--- src/mcp_regs.svh ---
`ifndef MCP_REGS_SVH
`define MCP_REGS_SVH
// register port addresses
`define MCP_ADDR_MASK 2'h0
`define MCP_ADDR_CODE 2'h1
`define MCP_ADDR_STAT 2'h2
// mask register fields
`define MCP_BIT_PX 0
`define MCP_BIT_MC 1
`define MCP_BIT_PM_B 2
`define MCP_BIT_PM_D 3
`define MCP_BIT_PM_E 4
`define MCP_BIT_PM_S 5
`define MCP_MASK_RST 6'h00
// code prefixes (top three bits)
`define MCP_PFX_PROG 3'h0
`define MCP_PFX_IND 3'h1
`define MCP_PFX_PROC 3'h7
// i/o class low nibbles and whole codes
`define MCP_IO_ADDRPROT 4'h5
`define MCP_IO_STALL 4'h6
`define MCP_IO_ADDRCHK 4'h8
`define MCP_IO_PARITY 4'h9
`define MCP_IO_TABLE 8'h0C
`define MCP_IO_TIMER 8'h0D
// processor class low nibbles
`define MCP_PR_ADDRPROT 4'h5
`define MCP_PR_CSWRITE 4'h6
`define MCP_PR_RDBUS 4'h7
`define MCP_PR_ADDRCHK 4'h8
`define MCP_PR_WRBUS 4'h9
`define MCP_PR_RDCHK 4'hA
`define MCP_PR_PROGMASK 4'hC
`define MCP_PR_STALL 4'hF
`define MCP_EQ_NIB 4'h0
// program and indirect class low nibbles
`define MCP_PG_FXOVF 4'h8
`define MCP_PG_DECOVF 4'hA
`define MCP_PG_EXPOVF 4'hC
`define MCP_PG_EXPUNF 4'hD
`define MCP_PG_SIGNIF 4'hE
`define MCP_IN_AFLAG 4'h5
`define MCP_IN_CHAIN 4'h6
// result limits
`define MCP_EXP_MAX 10'sd127
`define MCP_INDIRECT_ADDRESS_CONTROL_WORD_MAX 4'd8
`endif

--- src/mcp_pkg.sv ---
package mcp_pkg;
   // engine states, gray along idle -> entry -> halt
   typedef enum logic [1:0] {
      MCP_IDLE = 2'b00,
      MCP_ENTRY = 2'b01,
      MCP_HALT = 2'b11
   } mcp_state_t;
   // channel-side write fault kinds
   typedef enum logic [2:0] {
      MCP_IOK_ADDRPROT = 3'h0,
      MCP_IOK_ADDRCHK = 3'h1,
      MCP_IOK_PARITY = 3'h2,
      MCP_IOK_STALL = 3'h3,
      MCP_IOK_TABLE = 3'h4,
      MCP_IOK_TIMER = 3'h5
   } mcp_io_kind_t;
   // processor-side hardware fault kinds
   typedef enum logic [2:0] {
      MCP_PRK_ADDRPROT = 3'h0,
      MCP_PRK_CSWRITE = 3'h1,
      MCP_PRK_RDBUS = 3'h2,
      MCP_PRK_ADDRCHK = 3'h3,
      MCP_PRK_WRBUS = 3'h4,
      MCP_PRK_RDCHK = 3'h5,
      MCP_PRK_STALL = 3'h6
   } mcp_proc_kind_t;
   // program exception causes; value is the code's low nibble
   typedef enum logic [3:0] {
      MCP_PX_OPER = 4'h1,
      MCP_PX_PRIV = 4'h2,
      MCP_PX_EXEC = 4'h3,
      MCP_PX_PROT = 4'h4,
      MCP_PX_ADDR = 4'h5,
      MCP_PX_SPEC = 4'h6,
      MCP_PX_DATA = 4'h7,
      MCP_PX_FXOVF = 4'h8,
      MCP_PX_FXDIV = 4'h9,
      MCP_PX_DECOVF = 4'hA,
      MCP_PX_DECDIV = 4'hB,
      MCP_PX_FPDIV = 4'hF
   } mcp_prog_cause_t;
endpackage

--- src/mcp_exception_unit.sv ---
`include "mcp_regs.svh"
// Contract
// - masked i/o machine checks stay pending
// - i/o check waits completion, length zero
// - channel write faults coded 0CCC 5/8/9
// - channel stall after reset gives 0CCC0110
// - status table 0C, timer word 0D
// - three-bit field carries channel number
// - processor check aborts; masked means halt
// - processor storage faults coded 111T 5/7-A
// - control storage write error 111T0110
// - unmasked-off program exception gives 111T1100
// - processor stall timer gives 111T1111
// - processor T: suppressed 0, terminated 1
// - equipment fault 111T0000, held while masked
// - equipment waits completion unless terminable
// - program exception aborts; entry needs mask
// - program mask zero ignores maskable exceptions
// - program exception mask off: machine check or halt
// - program exception codes 000T 1 to 7
// - overflow codes 8 and A, bits B D
// - float exponent and significance codes
// - divide fault codes 9, B, F
// - indirect word A flag, chain over 8
// - program T: suppressed 0, terminated 1
// - fatal error: cycle, reset, lamp, stop
module mcp_exception_unit
   import mcp_pkg::*;
(
   input wire logic clk,
   input wire logic sys_rst,
   input wire logic [1:0] regAddr,
   input wire logic [7:0] regWrData,
   input wire logic regWr,
   input wire logic regRd,
   output logic [7:0] regRdData,
   input wire logic instrDone,
   input wire logic entryDone,
   input wire logic ioFault,
   input wire mcp_io_kind_t ioKind,
   input wire logic [2:0] ioChan,
   input wire logic procFault,
   input wire mcp_proc_kind_t procKind,
   input wire logic procTerm,
   input wire logic equipFault,
   input wire logic equipMayTerm,
   input wire logic progExc,
   input wire mcp_prog_cause_t progCause,
   input wire logic progTerm,
   input wire logic fpCheck,
   input wire logic signed [9:0] fpExp,
   input wire logic fpAddSub,
   input wire logic fpZeroFrac,
   input wire logic iacwCheck,
   input wire logic iacwAFlag,
   input wire logic [3:0] iacwCount,
   output logic entrySeqReq,
   output logic [7:0] intCode,
   output logic lengthCodeZero,
   output logic abortInstr,
   output logic nonrecov,
   output logic cycleMode,
   output logic chanSysReset,
   output logic checkOut,
   output logic checkLamp,
   output logic procStop
);
   // ==========================================================
   // state
   // ==========================================================
   mcp_state_t state_r, state_nxt; // engine state
   logic [5:0] mask_r; // mask bits of the current status word
   logic [7:0] code_r, code_nxt; // code for the old status word
   logic req_r, req_nxt; // entry sequence request
   logic lenZero_r, lenZero_nxt; // length code forced to zero
   logic abort_r, abort_nxt; // suppress or terminate now
   logic fatal_r; // nonrecoverable error latched
   logic ioPend_r; // i/o machine check pending
   logic [7:0] ioCode_r; // code of the pending i/o check
   logic equipPend_r; // equipment check pending
   logic equipDly_r; // equipment line, last cycle
   logic [7:0] rd_r; // read data register

   // ==========================================================
   // decode of masks and register port
   // ==========================================================
   wire mcMask = mask_r[`MCP_BIT_MC];
   wire pxMask = mask_r[`MCP_BIT_PX];
   wire wrMask = regWr && (regAddr == `MCP_ADDR_MASK);
   wire idle = (state_r == MCP_IDLE);

   // ==========================================================
   // i/o machine check code
   // ==========================================================
   logic [7:0] ioCodeNow; // code of the fault seen this cycle
   always_comb begin
      case (ioKind)
         MCP_IOK_ADDRPROT: ioCodeNow = {1'b0, ioChan, `MCP_IO_ADDRPROT};
         MCP_IOK_ADDRCHK: ioCodeNow = {1'b0, ioChan, `MCP_IO_ADDRCHK};
         MCP_IOK_PARITY: ioCodeNow = {1'b0, ioChan, `MCP_IO_PARITY};
         MCP_IOK_STALL: ioCodeNow = {1'b0, ioChan, `MCP_IO_STALL};
         MCP_IOK_TABLE: ioCodeNow = `MCP_IO_TABLE;
         MCP_IOK_TIMER: ioCodeNow = `MCP_IO_TIMER;
         default: ioCodeNow = {1'b0, ioChan, `MCP_IO_ADDRPROT};
      endcase
   end

   // ==========================================================
   // program exception classification
   // ==========================================================
   wire fpOvf = fpCheck && (fpExp > `MCP_EXP_MAX);
   wire fpUnf = fpCheck && (fpExp < 10'sd0);
   wire fpSig = fpCheck && fpAddSub && fpZeroFrac;
   wire iacwA = iacwCheck && iacwAFlag;
   wire iacwLong = iacwCheck && (iacwCount > `MCP_INDIRECT_ADDRESS_CONTROL_WORD_MAX);
   logic [7:0] progCode; // chosen program code with T
   logic progHit; // some program exception this cycle
   logic pmBit; // program mask bit that applies, 1 if none
   // a decoded cause outranks the float and indirect checks
   always_comb begin
      progHit = 1'b1;
      pmBit = 1'b1;
      progCode = {`MCP_PFX_PROG, progTerm, progCause};
      if (progExc) begin
         if (progCause == MCP_PX_FXOVF) begin
            pmBit = mask_r[`MCP_BIT_PM_B];
         end else if (progCause == MCP_PX_DECOVF) begin
            pmBit = mask_r[`MCP_BIT_PM_D];
         end
      end else if (fpOvf) begin
         progCode = {`MCP_PFX_PROG, progTerm, `MCP_PG_EXPOVF};
      end else if (fpUnf) begin
         progCode = {`MCP_PFX_PROG, progTerm, `MCP_PG_EXPUNF};
         pmBit = mask_r[`MCP_BIT_PM_E];
      end else if (fpSig) begin
         progCode = {`MCP_PFX_PROG, progTerm, `MCP_PG_SIGNIF};
         pmBit = mask_r[`MCP_BIT_PM_S];
      end else if (iacwA) begin
         progCode = {`MCP_PFX_IND, progTerm, `MCP_IN_AFLAG};
      end else if (iacwLong) begin
         progCode = {`MCP_PFX_IND, progTerm, `MCP_IN_CHAIN};
      end else begin
         progHit = 1'b0;
      end
   end
   // a zero program mask bit lets the instruction run on
   wire progLive = progHit && pmBit;

   // ==========================================================
   // processor machine check code
   // ==========================================================
   wire procLive = procFault || (progLive && !pxMask);
   logic [3:0] procNib; // low nibble of the processor code
   always_comb begin
      case (procKind)
         MCP_PRK_ADDRPROT: procNib = `MCP_PR_ADDRPROT;
         MCP_PRK_CSWRITE: procNib = `MCP_PR_CSWRITE;
         MCP_PRK_RDBUS: procNib = `MCP_PR_RDBUS;
         MCP_PRK_ADDRCHK: procNib = `MCP_PR_ADDRCHK;
         MCP_PRK_WRBUS: procNib = `MCP_PR_WRBUS;
         MCP_PRK_RDCHK: procNib = `MCP_PR_RDCHK;
         MCP_PRK_STALL: procNib = `MCP_PR_STALL;
         default: procNib = `MCP_PR_STALL;
      endcase
   end
   // the converted program exception loses its own cause
   wire [7:0] procCode = procFault ?
      {`MCP_PFX_PROC, procTerm, procNib} :
      {`MCP_PFX_PROC, progTerm, `MCP_PR_PROGMASK};

   // equipment: terminate only where the instruction allows
   wire equipTerm = equipMayTerm && !instrDone;
   wire equipGo = equipPend_r && mcMask && (instrDone || equipMayTerm);
   wire ioGo = ioPend_r && mcMask && instrDone;
   wire equipRise = equipFault && !equipDly_r;

   // ==========================================================
   // next-state logic, fixed priority among classes
   // ==========================================================
   // processor > program > equipment > i/o
   always_comb begin
      state_nxt = state_r;
      code_nxt = code_r;
      req_nxt = req_r;
      lenZero_nxt = lenZero_r;
      abort_nxt = abort_r;
      case (state_r)
         MCP_IDLE: begin
            if (procLive) begin
               if (mcMask) begin
                  state_nxt = MCP_ENTRY;
                  code_nxt = procCode;
                  req_nxt = 1'b1;
                  abort_nxt = 1'b1;
                  lenZero_nxt = 1'b0;
               end else begin
                  state_nxt = MCP_HALT;
               end
            end else if (progLive) begin
               state_nxt = MCP_ENTRY;
               code_nxt = progCode;
               req_nxt = 1'b1;
               abort_nxt = 1'b1;
               lenZero_nxt = 1'b0;
            end else if (equipGo) begin
               state_nxt = MCP_ENTRY;
               code_nxt = {`MCP_PFX_PROC, equipTerm, `MCP_EQ_NIB};
               req_nxt = 1'b1;
               abort_nxt = equipTerm;
               lenZero_nxt = !equipTerm;
            end else if (ioGo) begin
               state_nxt = MCP_ENTRY;
               code_nxt = ioCode_r;
               req_nxt = 1'b1;
               abort_nxt = 1'b0;
               lenZero_nxt = 1'b1;
            end
         end
         MCP_ENTRY: begin
            // a hardware fault inside the entry sequence is fatal
            if (procFault) begin
               state_nxt = MCP_HALT;
               req_nxt = 1'b0;
            end else if (entryDone) begin
               state_nxt = MCP_IDLE;
               req_nxt = 1'b0;
               abort_nxt = 1'b0;
            end
         end
         MCP_HALT: begin
            req_nxt = 1'b0; // stays until reset
         end
         default: begin
            state_nxt = MCP_IDLE;
            req_nxt = 1'b0;
         end
      endcase
   end
   wire ioTaken = idle && !procLive && !progLive && !equipGo && ioGo;
   wire equipTaken = idle && !procLive && !progLive && equipGo;

   // ==========================================================
   // registers
   // ==========================================================
   // engine and code registers
   always_ff @(posedge clk or posedge sys_rst) begin
      if (sys_rst) begin
         state_r <= MCP_IDLE;
         code_r <= 8'h00;
         req_r <= 1'b0;
         lenZero_r <= 1'b0;
         abort_r <= 1'b0;
      end else begin
         state_r <= state_nxt;
         code_r <= code_nxt;
         req_r <= req_nxt;
         lenZero_r <= lenZero_nxt;
         abort_r <= abort_nxt;
      end
   end

   // fatal latch drives all the halt outputs together
   always_ff @(posedge clk or posedge sys_rst) begin
      if (sys_rst) begin
         fatal_r <= 1'b0;
      end else if (state_nxt == MCP_HALT) begin
         fatal_r <= 1'b1;
      end
   end

   // i/o pending; a new fault in the take cycle is kept (set wins)
   always_ff @(posedge clk or posedge sys_rst) begin
      if (sys_rst) begin
         ioPend_r <= 1'b0;
         ioCode_r <= 8'h00;
      end else if (ioFault && (!ioPend_r || ioTaken)) begin
         ioPend_r <= 1'b1;
         ioCode_r <= ioCodeNow;
      end else if (ioTaken) begin
         ioPend_r <= 1'b0;
      end
   end

   // equipment pending on the line's rising edge, set wins
   always_ff @(posedge clk or posedge sys_rst) begin
      if (sys_rst) begin
         equipPend_r <= 1'b0;
         equipDly_r <= 1'b0;
      end else begin
         equipDly_r <= equipFault;
         equipPend_r <= equipRise || (equipPend_r && !equipTaken);
      end
   end

   // masks written by software; all closed after reset
   always_ff @(posedge clk or posedge sys_rst) begin
      if (sys_rst) begin
         mask_r <= `MCP_MASK_RST;
      end else if (wrMask) begin
         mask_r <= regWrData[5:0];
      end
   end

   // read data valid the cycle after the strobe only
   wire [7:0] statWord = {2'b00, fatal_r, state_r, equipPend_r,
                          ioPend_r, req_r};
   always_ff @(posedge clk or posedge sys_rst) begin
      if (sys_rst) begin
         rd_r <= 8'h00;
      end else if (regRd) begin
         case (regAddr)
            `MCP_ADDR_MASK: rd_r <= {2'b00, mask_r};
            `MCP_ADDR_CODE: rd_r <= code_r;
            `MCP_ADDR_STAT: rd_r <= statWord;
            default: rd_r <= 8'h00;
         endcase
      end else begin
         rd_r <= 8'h00;
      end
   end

   // ==========================================================
   // outputs, all from flip-flops
   // ==========================================================
   assign regRdData = rd_r;
   assign entrySeqReq = req_r;
   assign intCode = code_r;
   assign lengthCodeZero = lenZero_r;
   assign abortInstr = abort_r;
   assign nonrecov = fatal_r;
   assign cycleMode = fatal_r;
   assign chanSysReset = fatal_r;
   assign checkOut = fatal_r;
   assign checkLamp = fatal_r;
   assign procStop = fatal_r;

   // ==========================================================
   // checks
   // ==========================================================
   chk_io_held_masked: assert property (@(posedge clk) disable iff (sys_rst)
      ioPend_r && !mcMask && idle && !progLive |=> ioPend_r && !req_r)
      else $error("i/o check lost or taken while masked");
   chk_io_len_zero: assert property (@(posedge clk) disable iff (sys_rst)
      ioTaken |=> req_r && lenZero_r && !abort_r && code_r[7] == 1'b0)
      else $error("i/o check entry not clean");
   chk_proc_abort: assert property (@(posedge clk) disable iff (sys_rst)
      idle && procFault && mcMask |=> req_r && abort_r && code_r[7:5] == 3'h7)
      else $error("processor check did not enter");
   chk_proc_fatal: assert property (@(posedge clk) disable iff (sys_rst)
      idle && procFault && !mcMask |=> ##1 procStop && checkLamp)
      else $error("masked processor check not fatal");
   chk_stall_code: assert property (@(posedge clk) disable iff (sys_rst)
      idle && procFault && mcMask && procKind == MCP_PRK_STALL
      |=> code_r == {3'h7, $past(procTerm), 4'hF})
      else $error("stall code wrong");
   chk_prog_convert: assert property (@(posedge clk) disable iff (sys_rst)
      idle && !procFault && progLive && !pxMask && mcMask
      |=> code_r[7:5] == 3'h7 && code_r[3:0] == 4'hC)
      else $error("program exception not converted");
   chk_pmask_ignore: assert property (@(posedge clk) disable iff (sys_rst)
      idle && progExc && progCause == MCP_PX_FXOVF && !mask_r[2]
      && !procFault && !equipGo && !ioGo |=> !req_r && !nonrecov)
      else $error("masked overflow not ignored");
   chk_fp_ovf: assert property (@(posedge clk) disable iff (sys_rst)
      idle && !procFault && !progExc && fpCheck && fpExp > 10'sd127
      && pxMask |=> code_r == {3'h0, $past(progTerm), 4'hC})
      else $error("exponent overflow code wrong");
   chk_indirect_address_control_word_chain: assert property (@(posedge clk) disable iff (sys_rst)
      idle && !procFault && !progExc && !fpCheck && iacwCheck && !iacwAFlag
      && iacwCount == 4'd9 && pxMask |=> code_r[3:0] == 4'h6)
      else $error("chain limit code wrong");
   chk_fatal_sticky: assert property (@(posedge clk) disable iff (sys_rst)
      nonrecov |=> (nonrecov && cycleMode && chanSysReset && checkOut) [*2])
      else $error("fatal outputs dropped");
   cov_io_entry: cover property (@(posedge clk) disable iff (sys_rst)
      ioTaken ##1 req_r ##[1:20] entryDone);
   cov_equip_term: cover property (@(posedge clk) disable iff (sys_rst)
      equipTaken && equipTerm);
   cov_prog_entry: cover property (@(posedge clk) disable iff (sys_rst)
      idle && progLive && pxMask && !procFault);
   cov_fatal: cover property (@(posedge clk) disable iff (sys_rst)
      $rose(nonrecov));
endmodule // mcp_exception_unit

--- config.mk ---
export PLATFORM = sky130hd
export DESIGN_NAME = mcp_exception_unit
export DESIGN_NICKNAME = d
export VERILOG_FILES = /design/src/mcp_pkg.sv /design/src/mcp_exception_unit.sv
export VERILOG_INCLUDE_DIRS = /design/src
export SDC_FILE = /design/constraint.sdc
export NUM_CORES = 1
export LEC_CHECK = 0
export CAP_MARGIN = 20
export CORE_MARGIN = 2
export CORE_UTILIZATION = 55
export CTS_BUF_LIST = sky130_fd_sc_hd__clkbuf_8
export CTS_CLUSTER_SIZE = 24
export DETAILED_ROUTE_END_ITERATION = 8
export DONT_BUFFER_PORTS = 1
export PLACE_DENSITY_LB_ADDON = 0.08
export SLEW_MARGIN = 5
export SYNTH_ARGS = -nofsm -noshare
export SYNTH_HDL_FRONTEND = slang
export SYNTH_SLANG_ARGS = --single-unit
--- constraint.sdc ---
create_clock -name clk -period 2.7 [get_ports clk]
set_input_delay 0.135 -clock clk [delete_from_list [all_inputs] [get_ports clk]]
set_output_delay 0.135 -clock clk [all_outputs]
set_load 0.01 [all_outputs]
=== Yosys cells after proc, flatten, opt, wreduce, memory -nomap -nowiden ===
Cells that the tools add are included.

* Word-level logic and storage cells: 138
* Bits in registers: 39

* Magnitude comparators: 3
* Reduce and logical (&&, ||, !) cells: 44
* Equality and inequality tests: 23
* Mux-type cells: 56

{| class="wikitable"
|+ Operators with widths
! kind !! number
|-
| 8-bit two-way mux || 6
|-
| 6-bit two-way mux || 6
|-
| 7-bit case mux with 5 select lines || 1
|-
| 1-bit two-way mux || 30
|-
| 4-bit case mux with 6 select lines || 1
|-
| 8-bit case mux with 3 select lines || 1
|-
| 1-bit logical AND || 22
|-
| 2-bit two-way mux || 7
|-
| 3-bit by 2-bit == test with 1-bit output, second input constant || 4
|-
| 3-bit == test, second input constant || 4
|-
| 10-bit by 8-bit > comparator with 1-bit output, second input constant || 1
|-
| 10-bit by 1-bit < comparator with 1-bit output, second input constant || 1
|-
| 1-bit logical NOT || 9
|-
| 4-bit == test, second input constant || 2
|-
| 2-bit == test, second input constant || 3
|-
| 3-bit by 1-bit == test with 1-bit output, second input constant || 2
|-
| 2-bit != test, second input constant || 3
|-
| 3-bit != test, second input constant || 2
|-
| 2-bit case mux with 3 select lines || 1
|-
| 3-bit AND reduction || 2
|-
| 5-bit two-way mux || 1
|-
| 5-bit by 1-bit != test with 1-bit output, second input constant || 1
|-
| 5-bit AND reduction || 1
|-
| 2-bit by 1-bit == test with 1-bit output, second input constant || 2
|-
| other kinds (7) || 13
|}

=== Logic depth before layout (Yosys ltp) ===
Gate-level depths: netlist of the first run.

* Depth in word-level cells: 19
* Depth in mapped cells: 8
* Gate-level depth less buffers: 6

=== Worst setup path before layout of the first run ===
OpenSTA, ideal clock, no wires.

* Kind: flip-flop to flip-flop
* Start: register mask_r[3]
* End: register ioCode_r[0]
* Arrival: 2,257 ps
* Buffers on the path: 2
* Setup slack: 318 ps
* Data required time: 2,575 ps
* Stages on the path, launching flop included: 9
* Cell sequence: dfrtp_1 -> mux2_1 -> or4_1 -> buf_2 -> o211a_4 -> o41ai_2 -> and2_1 -> buf_6 -> mux2_4

* Longest elaborated chain between the ends: 13

{| class="wikitable"
|+ RTL lines
! what !! line !! source
|-
| from (decl) || mcp_exception_unit.sv:72 || <nowiki>logic [5:0] mask_r;</nowiki>
|-
| from (signal assigned) || mcp_exception_unit.sv:298 || <nowiki>mask_r <= `MCP_MASK_RST;</nowiki>
|-
| from (signal assigned) || mcp_exception_unit.sv:300 || <nowiki>mask_r <= regWrData[5:0];</nowiki>
|-
| 1-bit two-way mux * || mcp_exception_unit.sv:127 || <nowiki>end else if (progCause == MCP_PX_DECOVF) begin</nowiki>
|-
| 1-bit two-way mux * || mcp_exception_unit.sv:125 || <nowiki>if (progCause == MCP_PX_FXOVF) begin</nowiki>
|-
| 1-bit two-way mux * || mcp_exception_unit.sv:124 || <nowiki>if (progExc) begin</nowiki>
|-
| 1-bit logical AND * || mcp_exception_unit.sv:147 || <nowiki>wire progLive = progHit && pmBit;</nowiki>
|-
| 1-bit logical AND || mcp_exception_unit.sv:152 || <nowiki>wire procLive = procFault || (progLive && !pxMask);</nowiki>
|-
| 1-bit logical OR || mcp_exception_unit.sv:152 ||
|-
| 1-bit logical NOT || mcp_exception_unit.sv:239 || <nowiki>wire ioTaken = idle && !procLive && !progLive && !equipGo && ioGo;</nowiki>
|-
| 1-bit logical AND || mcp_exception_unit.sv:239 ||
|-
| 1-bit logical AND * (3 in series) || mcp_exception_unit.sv:239 ||
|-
| 1-bit logical OR * || mcp_exception_unit.sv:276 || <nowiki>end else if (ioFault && (!ioPend_r || ioTaken)) begin</nowiki>
|-
| 1-bit logical AND * || mcp_exception_unit.sv:276 ||
|-
| to (signal assigned) || mcp_exception_unit.sv:278 || <nowiki>ioCode_r <= ioCodeNow;</nowiki>
|-
| to (decl) || mcp_exception_unit.sv:79 || <nowiki>logic [7:0] ioCode_r;</nowiki>
|}

Mark *: on every way between the ends. The rest lies on a longest branch, timed or not.
A chain may end at the register's enable or synchronous reset.

=== Worst setup path after layout of the first run ===
* Start: register mask_r[3]
* End: register ioCode_r[3]

Same word-level chain as after synthesis.

==> results of run 1 <==
## routing by layer
layer | GRT usage [%] | wire length (um)
met1 | 32.3 | 2390
met2 | 45.4 | 2780
met3 | 6.58 | 440
met4 | 11.0 | 110
met5 | 0 | 0
## cell usage after synthesis (all sizes together), types with 6 or more instances
master / instances
dfrtp: 38
inv: 14
a31oi: 6
nand2: 28
mux2i: 12
mux2: 14
a21oi: 11
nor2: 14
clkbuf: 7
o21ai: 14
and2: 9
buf: 7
## timing repair
action                                  CTS  global route
hold endpoints to repair                 38             0
endpoints found under the setup margin    0             8
gates resized for setup                   0             2
hold buffers                             16             0
## final cells by class
cell class / count / area share [%]
multi-input combinational: 173 / 46.3
sequential: 38 / 37.4
timing repair buffer: 24 / 8.67
clock buffer: 5 / 2.71
tap: 50 / 2.46
inverter: 14 / 2.07
clock inverter: 2 / 0.394
## worst reg2reg max path, cell delays in order, from the launching register on
cell and delay (ns):
dfrtp_1 0.41, mux2_1 0.34, or4_1 0.51, o211a_4 0.19, o41ai_2 0.34, and2_2 0.32
mux2_4 0.33
## sequential cells by signal, summed over array words and instances (netlist names)
| name | flops |
|---|---|
| intCode | 8 |
| regRdData | 8 |
| ioCode_r | 7 |
| mask_r | 6 |
| state_r | 2 |
| abortInstr | 1 |
| chanSysReset | 1 |
| entrySeqReq | 1 |
| equipDly_r | 1 |
| equipPend_r | 1 |
| ioPend_r | 1 |
| lengthCodeZero | 1 |
## worst max-delay path by stage
stage                                    to  cells after the start
floorplan           ioCode_r[0]$_DFFE_PP0P_                      8
global placement    ioCode_r[3]$_DFFE_PP0P_                      6
detailed placement  ioCode_r[3]$_DFFE_PP0P_                      6
CTS                 ioCode_r[5]$_DFFE_PP0P_                      7
global route        ioCode_r[5]$_DFFE_PP0P_                      7
finish              ioCode_r[3]$_DFFE_PP0P_                      6
## cell usage in the layout (no fill, tap or decap), types with 10 or more instances in the layout
master,Yosys,layout
a21oi_1,11,11
inv_1,14,14
nand2_1,28,28
o21ai_0,14,14
nor2_1,14,13
dfrtp_1,38,38
mux2i_1,12,12
dlygate4sd3_1,0,16
mux2_2,10,10
## metrics by stage
step | setup slack (ns) | instances
global placement | 0.116 | 283
floorplan | 0.318 | 239
global route | 0.0419 | 306
detailed placement | 0.0594 | 283
finish | 0.159 | 306
CTS | 0.0435 | 306
## power groups by stage
stage	clock, mW	combinational, mW	sequential (mW)
after floorplan	0	0.364	0.842
after global placement	0	0.413	0.907
after detailed placement	0	0.424	0.912
after CTS	0.377	0.446	0.901
after global routing	0.400	0.501	0.924
final	0.371	0.452	0.903
## cells by family (layout without fill, tap and decap cells)
| family | Yosys count | after routing | synth area share [%] |
|---|---|---|---|
| xor+xnor | 2 | 2 | 0.777 |
| flops | 38 | 38 | 42.2 |
| mux | 26 | 26 | 12.8 |
| buf+inv | 28 | 45 | 5.88 |
| compound gates | 66 | 66 | 21.0 |
| simple gates | 79 | 79 | 17.4 |
==> flow_summary.json, run 1 <==
{
  "power_switching_uw": 607,
  "drt_iter0_markers": 139,
  "firstDrtPassIters": 4,
  "cts.sinks": 38,
  "syn-num-nets": 294,
  "hold_path_class": "in -> reg",
  "hold_ws_ns": 0.00622,
  "fmax_mhz": 394,
  "grt_pass1_vias": 1872,
  "holdPathEnd": "regRdData[7]$_DFF_PP0_",
  "layout.nets": 311,
  "path_cells": "mux2_1, or4_1, o211a_4, o41ai_2, and2_2, mux2_4",
  "critPathLaunch": "mask_r[3]$_DFFE_PP0P_",
  "relSlewSlack_pct": 54.6,
  "seq_power_share_pct": 52.3,
  "cp_top_family": "simple AND/OR/NAND/NOR gates",
  "finalSetupViolations": 0,
  "totalWireLength_um": 5720,
  "dieArea_um2": 4630,
  "seq_area_um2": 951,
  "place_area_um2": 2300,
  "r2r_cells": 6,
  "drv_slew": 0,
  "via_per_inst": 6.24,
  "synthTopCellsByArea": "dfrtp_1, mux2i_1, mux2_2, nand2_1, o21ai_0",
  "cts_buffers": 5,
  "yosysUniqueCellTypes": 56,
  "final_core_util_pct": 64.0,
  "clock_skew_ns": 0.00674,
  "cpPeakStageDelay_ns": 0.50,
  "ys_warn_count": 0,
  "crit_type": "reg -> reg",
  "vias": 1908,
  "r2r_setup_slack_ns": 0.16,
  "hold_path_depth": 2,
  "ys_async_sr_fraction_pct": 100,
  "p_per_area_nw_per_um2": 679,
  "post_cts_buffers": 0,
  "row_count": 23,
  "dp_hpwl_um": 4290,
  "min_period_over_period_pct": 94.1,
  "synth_cells": 239,
  "arrival_ns": 2.72,
  "worst_pin_slew_ns": 0.681,
  "clock_latency_ns": 0.29,
  "status": "completed",
  "drtAntennaViolNets": 0,
  "slowest_stage": "or4_1",
  "min_period_ns": 2.54,
  "fillers": 344,
  "grt_max_degree": 21,
  "root_buffer": "clkbuf_8",
  "multi_input_area_um2": 1180,
  "ys_seq_area_share_pct": 42.2,
  "hp-start": "regAddr[0]",
  "boundaryPins": 80,
  "finalInstanceArea_um2": 2540,
  "cp.buffers_inverters": 0,
  "clk_path_buf_depth": 2,
  "syn_avg_cell_area_um2": 9.44,
  "p_leak_nw": 1.10,
  "ys_ff_latch": 38,
  "rsz0062_at_grt": "false",
  "area_growth_syn_to_layout_pct": 12.6,
  "synth_top_cell_area_share_pct": 42.2,
  "drive_gt1_share_pct": 13.7,
  "drt-wirelength-per-cell_um": 18.7,
  "netSwitchingFraction_pct": 35.2,
  "setup.worst_path.end_class": "flip-flop",
  "p_int_mw": 1.12,
  "start_util_pct": 56.8,
  "max_cap_viol_count": 0,
  "core_area_um2": 3970,
  "synth_ff_type": "dfrtp_1",
  "drc": 0,
  "clockPowerShare_pct": 21.5,
  "timing.rr.end": "ioCode_r[3]$_DFFE_PP0P_",
  "track_usage_pct": 26.7,
  "timing.rr.start": "mask_r[3]$_DFFE_PP0P_",
  "clk_pin_slew_ns": 0.07,
  "finalHoldViolCount": 0,
  "power_mw": 1.73,
  "cp_max_fo": 6,
  "antenna_cells": 0,
  "cp_data_required_time_ns": 2.88,
  "cts_tree": "yes",
  "die_w_um": 68.0,
  "cts_max_level": 2,
  "grt_pass1_wl_um": 8960,
  "syn_area_um2": 2260,
  "combPwrFrac_pct": 26.2,
  "setup_tns_ns": 0,
  "synth.largest_area_cell": "dfrtp_1",
  "place_congestion": 0.875,
  "peakVddDrop_mv": 0.355,
  "grt_overflow": 0,
  "io_buffers": 0,
  "antenna_found_initial": 0,
  "synth_edf_count": 0,
  "die_h_um": 68.0,
  "critPathLaunchType": "flip-flop"
}
(Power assumes the default switching activity.)
==> inputs of run 2 (changes only) <==
--- a/config.mk
+++ b/config.mk
@@ -8,7 +8,7 @@
 export LEC_CHECK = 0
 export CAP_MARGIN = 20
 export CORE_MARGIN = 2
-export CORE_UTILIZATION = 55
+export CORE_UTILIZATION = 59
 export CTS_BUF_LIST = sky130_fd_sc_hd__clkbuf_8
 export CTS_CLUSTER_SIZE = 24
 export DETAILED_ROUTE_END_ITERATION = 8
==> constraint.sdc (replaced) <==
create_clock -name clk -period 2.28 [get_ports clk]
set_input_delay 0.114 -clock clk [delete_from_list [all_inputs] [get_ports clk]]
set_output_delay 0.114 -clock clk [all_outputs]
set_load 0.01 [all_outputs]
==> flow_summary.json, run 2 (synthesis gave the netlist of run 1 again) <==
{
  "timing.rr.start": "mask_r[2]$_DFFE_PP0P_",
  "crit_end": "ioCode_r[1]$_DFFE_PP0P_",
  "crit_type": "reg -> reg",
  "finalHoldViolCount": 0,
  "core_area_um2": 3660,
  "antenna_found_initial": 0,
  "power_switching_uw": 744,
  "grt_overflow": 0,
  "violations": "negative setup slack",
  "hold_path_class": "in -> reg",
  "p_leak_nw": 1.22,
  "clockPowerShare_pct": 21.4,
  "io_buffers": 0,
  "seq_area_um2": 951,
  "drc": 0,
  "combPwrFrac_pct": 29.1,
  "timing.rr.end": "ioCode_r[1]$_DFFE_PP0P_",
  "cts_max_level": 2,
  "hold_path_depth": 2,
  "start_util_pct": 61.6,
  "min_period_ns": 2.29,
  "drive_gt1_share_pct": 20.1,
  "rsz0062_at_grt": "true",
  "cts.sinks": 38,
  "finalSetupViolations": 2,
  "drtAntennaViolNets": 0,
  "clk_path_buf_depth": 2,
  "worst_pin_slew_ns": 0.898,
  "min_period_over_period_pct": 101,
  "worst_slack_ns": -0.0131,
  "fillers": 271,
  "vias": 1996,
  "max_cap_viol_count": 0,
  "drt_iter0_markers": 151,
  "peakVddDrop_mv": 0.542,
  "r2r_setup_slack_ns": -0.01,
  "die_h_um": 65.8,
  "row_count": 22,
  "boundaryPins": 80,
  "dieArea_um2": 4330,
  "critPathLaunch": "mask_r[2]$_DFFE_PP0P_",
  "cts_tree": "yes",
  "arrival_ns": 2.47,
  "hold_ws_ns": 0.00579,
  "clock_skew_ns": 0.00617,
  "clock_latency_ns": 0.29,
  "fmax_mhz": 436,
  "antenna_cells": 0,
  "p_int_mw": 1.42,
  "drt-wirelength-per-cell_um": 18.9,
  "relSlewSlack_pct": 40.0,
  "root_buffer": "clkbuf_8",
  "cp_data_required_time_ns": 2.46,
  "area_growth_syn_to_layout_pct": 21.1,
  "place_congestion": 0.937,
  "totalWireLength_um": 6060,
  "seq_power_share_pct": 49.5,
  "cp_max_fo": 5,
  "final_cell_mix": "dfrtp_1, nand2_1, buf_4",
  "layout.nets": 327,
  "firstDrtPassIters": 4,
  "grt_pass1_wl_um": 9690,
  "via_per_inst": 6.22,
  "die_w_um": 65.8,
  "dp_hpwl_um": 4450,
  "setup_tns_ns": -0.0181,
  "cts_buffers": 5,
  "drv_slew": 0,
  "grt_pass1_vias": 2041,
  "status": "complete, but fails checks",
  "clk_pin_slew_ns": 0.07,
  "p_per_area_nw_per_um2": 792,
  "track_usage_pct": 30.2,
  "grt_max_degree": 25,
  "multi_input_area_um2": 1220,
  "r2r_cells": 6,
  "final_common_cell": "dfrtp_1",
  "netSwitchingFraction_pct": 34.4,
  "setup.worst_path.end_class": "flip-flop",
  "critPathLaunchType": "flip-flop"
}
-- run 2: changes by cell type in the layout (fill, tap and decap cells not counted), sizes merged --
| cell | before | now |
|---|---|---|
| clkbuf | 5 | 6 |
| buf | 8 | 23 |
| inv | 14 | 15 |
| dlygate4sd3 | 16 | 17 |
| clkinv | 2 | 1 |
-- run 2: metal layers --
metal  part of all wire, %  track usage [%]
met3                   9.0             9.03
met2                    51             53.5
met5                     0                0
met4                   1.8             9.38
met1                    39             34.7
-- run 2: what timing repair did --
action                                 4_1_cts  5_1_grt
resized for setup                            7        5
buffers inserted                             1        1
setup endpoints to repair                   11       12
hold buffers                                17        0
endpoints found under the hold margin       42        0
pin swaps                                    2        4
cloned                                       0        0
-- run 2: power by group through the flow --
stage          Clock, mW  Combinational, mW  Sequential, mW
6_report           0.463              0.629            1.07
4_1_cts            0.475              0.605            1.07
5_1_grt            0.504              0.689            1.09
3_3_place_gp           0              0.543            1.07
3_5_place_dp           0              0.563            1.08
2_1_floorplan          0              0.435           0.997
-- run 2: cell type report --
type	count	share of cell area (%)
timing repair buffer	40	13.1
inverter	14	1.92
sequential	38	34.8
tap	48	2.20
clock buffer	6	3.02
multi-input combinational	173	44.6
clock inverter	2	0.321
-- run 2: worst min path at each step --
stage / startpoint / endpoint / slack, ns
final: procFault / equipPend_r$_DFF_PP0_ / 0.006
after detailed placement: equipFault / equipDly_r$_DFF_PP0_ / 0.15
after floorplan: equipFault / equipDly_r$_DFF_PP0_ / 0.15
after global placement: equipFault / equipDly_r$_DFF_PP0_ / 0.15
after CTS: procFault / equipPend_r$_DFF_PP0_ / 0.002
after global routing: ioChan[1] / ioCode_r[5]$_DFFE_PP0P_ / 0.02
-- run 2: worst max-delay path, cell delays in order, from the launching register on --
cell and delay, ns:
dfrtp_1 0.38, mux2_4 0.28, or4_4 0.44, o211a_4 0.18
o41ai_4 0.34, and2_4 0.25, mux2_4 0.31
-- run 2: stage by stage --
stage / power [mW] / area [um^2] / setup WS (ns) / util [%] / std cells
floorplan: 1.43 / 2270 / -0.0758 / - / 239
global placement: 1.61 / 2400 / -0.0351 / 65.6 / 294
finish: 2.16 / 2730 / -0.0131 / 74.6 / 321
CTS: 2.15 / 2710 / -0.00833 / 73.9 / 320
detailed placement: 1.64 / 2400 / -0.106 / 65.6 / 294
global route: 2.28 / 2730 / -0.0646 / 74.6 / 321
==> inputs of run 3 (changes only) <==
--- a/config.mk
+++ b/config.mk
@@ -8,13 +8,13 @@
 export LEC_CHECK = 0
 export CAP_MARGIN = 20
 export CORE_MARGIN = 2
-export CORE_UTILIZATION = 59
+export CORE_UTILIZATION = 30
 export CTS_BUF_LIST = sky130_fd_sc_hd__clkbuf_8
 export CTS_CLUSTER_SIZE = 24
 export DETAILED_ROUTE_END_ITERATION = 8
 export DONT_BUFFER_PORTS = 1
 export PLACE_DENSITY_LB_ADDON = 0.08
-export SLEW_MARGIN = 5
+export SLEW_MARGIN = 15
 export SYNTH_ARGS = -nofsm -noshare
 export SYNTH_HDL_FRONTEND = slang
 export SYNTH_SLANG_ARGS = --single-unit
==> flow_summary.json, run 3 (synthesis gave the netlist of run 1 again) <==
{
  "p_leak_nw": 1.22,
  "row_count": 31,
  "clk_pin_slew_ns": 0.07,
  "core_area_um2": 7250,
  "relSlewSlack_pct": 58.9,
  "vias": 1924,
  "final_core_util_pct": 38.7,
  "r2r_setup_slack_ns": 0.001,
  "grt_overflow": 0,
  "peakVddDrop_mv": 0.265,
  "grt_max_degree": 39,
  "fmax_mhz": 439,
  "min_period_over_period_pct": 99.9,
  "firstDrtPassIters": 4,
  "cts_buffers": 5,
  "place_congestion": 0.785,
  "hold_path_class": "in -> reg",
  "start_util_pct": 31.1,
  "critPathLaunchType": "flip-flop",
  "via_per_inst": 5.13,
  "drt_iter0_markers": 66,
  "finalInstanceArea_um2": 2800,
  "io_buffers": 0,
  "final_common_cell": "dfrtp_1",
  "antenna_cells": 0,
  "p_per_area_nw_per_um2": 774,
  "cp_max_fo": 6,
  "cp_data_required_time_ns": 2.46,
  "totalWireLength_um": 6550,
  "antenna_found_initial": 0,
  "layout.nets": 331,
  "place_area_um2": 2490,
  "area_growth_syn_to_layout_pct": 24.3,
  "final_cell_mix": "dfrtp_1, nand2_1, buf_4",
  "crit_type": "reg -> reg",
  "setup.worst_path.end_class": "flip-flop",
  "drive_gt1_share_pct": 20.7,
  "boundaryPins": 80,
  "cts_tree": "yes",
  "cts.sinks": 38,
  "die_w_um": 90.7,
  "drc": 0,
  "dp_hpwl_um": 4950,
  "drtAntennaViolNets": 0,
  "fin_cells": 375,
  "hold_ws_ns": 0.0180,
  "clock_latency_ns": 0.28,
  "setup_tns_ns": 0,
  "finalSetupViolations": 0,
  "rsz0062_at_grt": "true",
  "max_cap_viol_count": 0,
  "min_period_ns": 2.28,
  "die_h_um": 90.7,
  "grt_pass1_vias": 1896,
  "drv_slew": 0,
  "track_usage_pct": 16.0,
  "status": "completed",
  "dp.cells": 348,
  "worst_pin_slew_ns": 0.616,
  "root_buffer": "clkbuf_8",
  "dieArea_um2": 8230,
  "finalHoldViolCount": 0,
  "arrival_ns": 2.45,
  "clock_skew_ns": 0.00230,
  "grt_pass1_wl_um": 10400,
  "drt-wirelength-per-cell_um": 17.5,
  "cts_max_level": 2,
  "clk_path_buf_depth": 2
}
==> run 3: metal layers <==
metal / global-route usage, % / part of all wire, % / vias to the layer above / wire [um]
li1: - / - / 936 / -
met1: 22.8 / 47 / 924 / 3070
met2: 25.1 / 46 / 62 / 3030
met3: 3.67 / 6.5 / 2 / 429
met4: 2.69 / 0.38 / 0 / 25
met5: 0 / 0 / - / 0
==> run 3: timing repair <==
item                                    CTS  global route
pin swaps                                 2             4
resized for setup                         9             0
hold buffers                             18             0
endpoints found under the hold margin    58             0
endpoints found under the setup margin   13            13
buffers inserted                          0             2
==> run 3: final cells by class <==
| class | instances | area, um^2 |
|---|---|---|
| clock buffer | 5 | 68.8 |
| clock inverter | 2 | 10.0 |
| fill | 765 | 4450 |
| inverter | 14 | 52.6 |
| multi-input combinational | 173 | 1210 |
| sequential | 38 | 951 |
| tap | 99 | 124 |
| timing repair buffer | 44 | 383 |
==> run 3: report_power, final <==
part / switching (mW) / internal, mW / leakage, nW / total [mW]
combinational: 0.304 / 0.374 / 0.728 / 0.678
clock: 0.232 / 0.205 / 0.0438 / 0.437
sequential: 0.218 / 0.838 / 0.450 / 1.06
total: 0.753 / 1.42 / 1.22 / 2.17
==> run 3: critical path, cell delays in order (launching register included) <==
cell and delay [ns]:
dfrtp_1 0.39, mux2_4 0.29, or4_4 0.44, buf_6 0.15, a31oi_4 0.20, nand2_1 0.13, a221o_1 0.38, a22o_1 0.20
==> run 3: final timing paths <==
check	start	end	depth (start not counted)
worst max-delay path	mask_r[2]$_DFFE_PP0P_	intCode[2]$_DFFE_PP0P_	7
worst min-delay path	entryDone	state_r[0]$_DFF_PP0_	3
worst max register to register	mask_r[2]$_DFFE_PP0P_	intCode[2]$_DFFE_PP0P_	7
worst min register to register	equipDly_r$_DFF_PP0_	equipPend_r$_DFF_PP0_	1
max in group asynchronous	sys_rst	ioPend_r$_DFFE_PP0P_	3
min in group asynchronous	sys_rst	state_r[0]$_DFF_PP0_	3
==> run 3: stage by stage <==
stage,worst slack [ns],power [mW]
after detailed placement,-0.0948,1.70
after floorplan,-0.0758,1.43
final,0.00129,2.17
after global routing,-0.0423,2.32
after global placement,-0.0863,1.70
after CTS,-0.00418,2.19
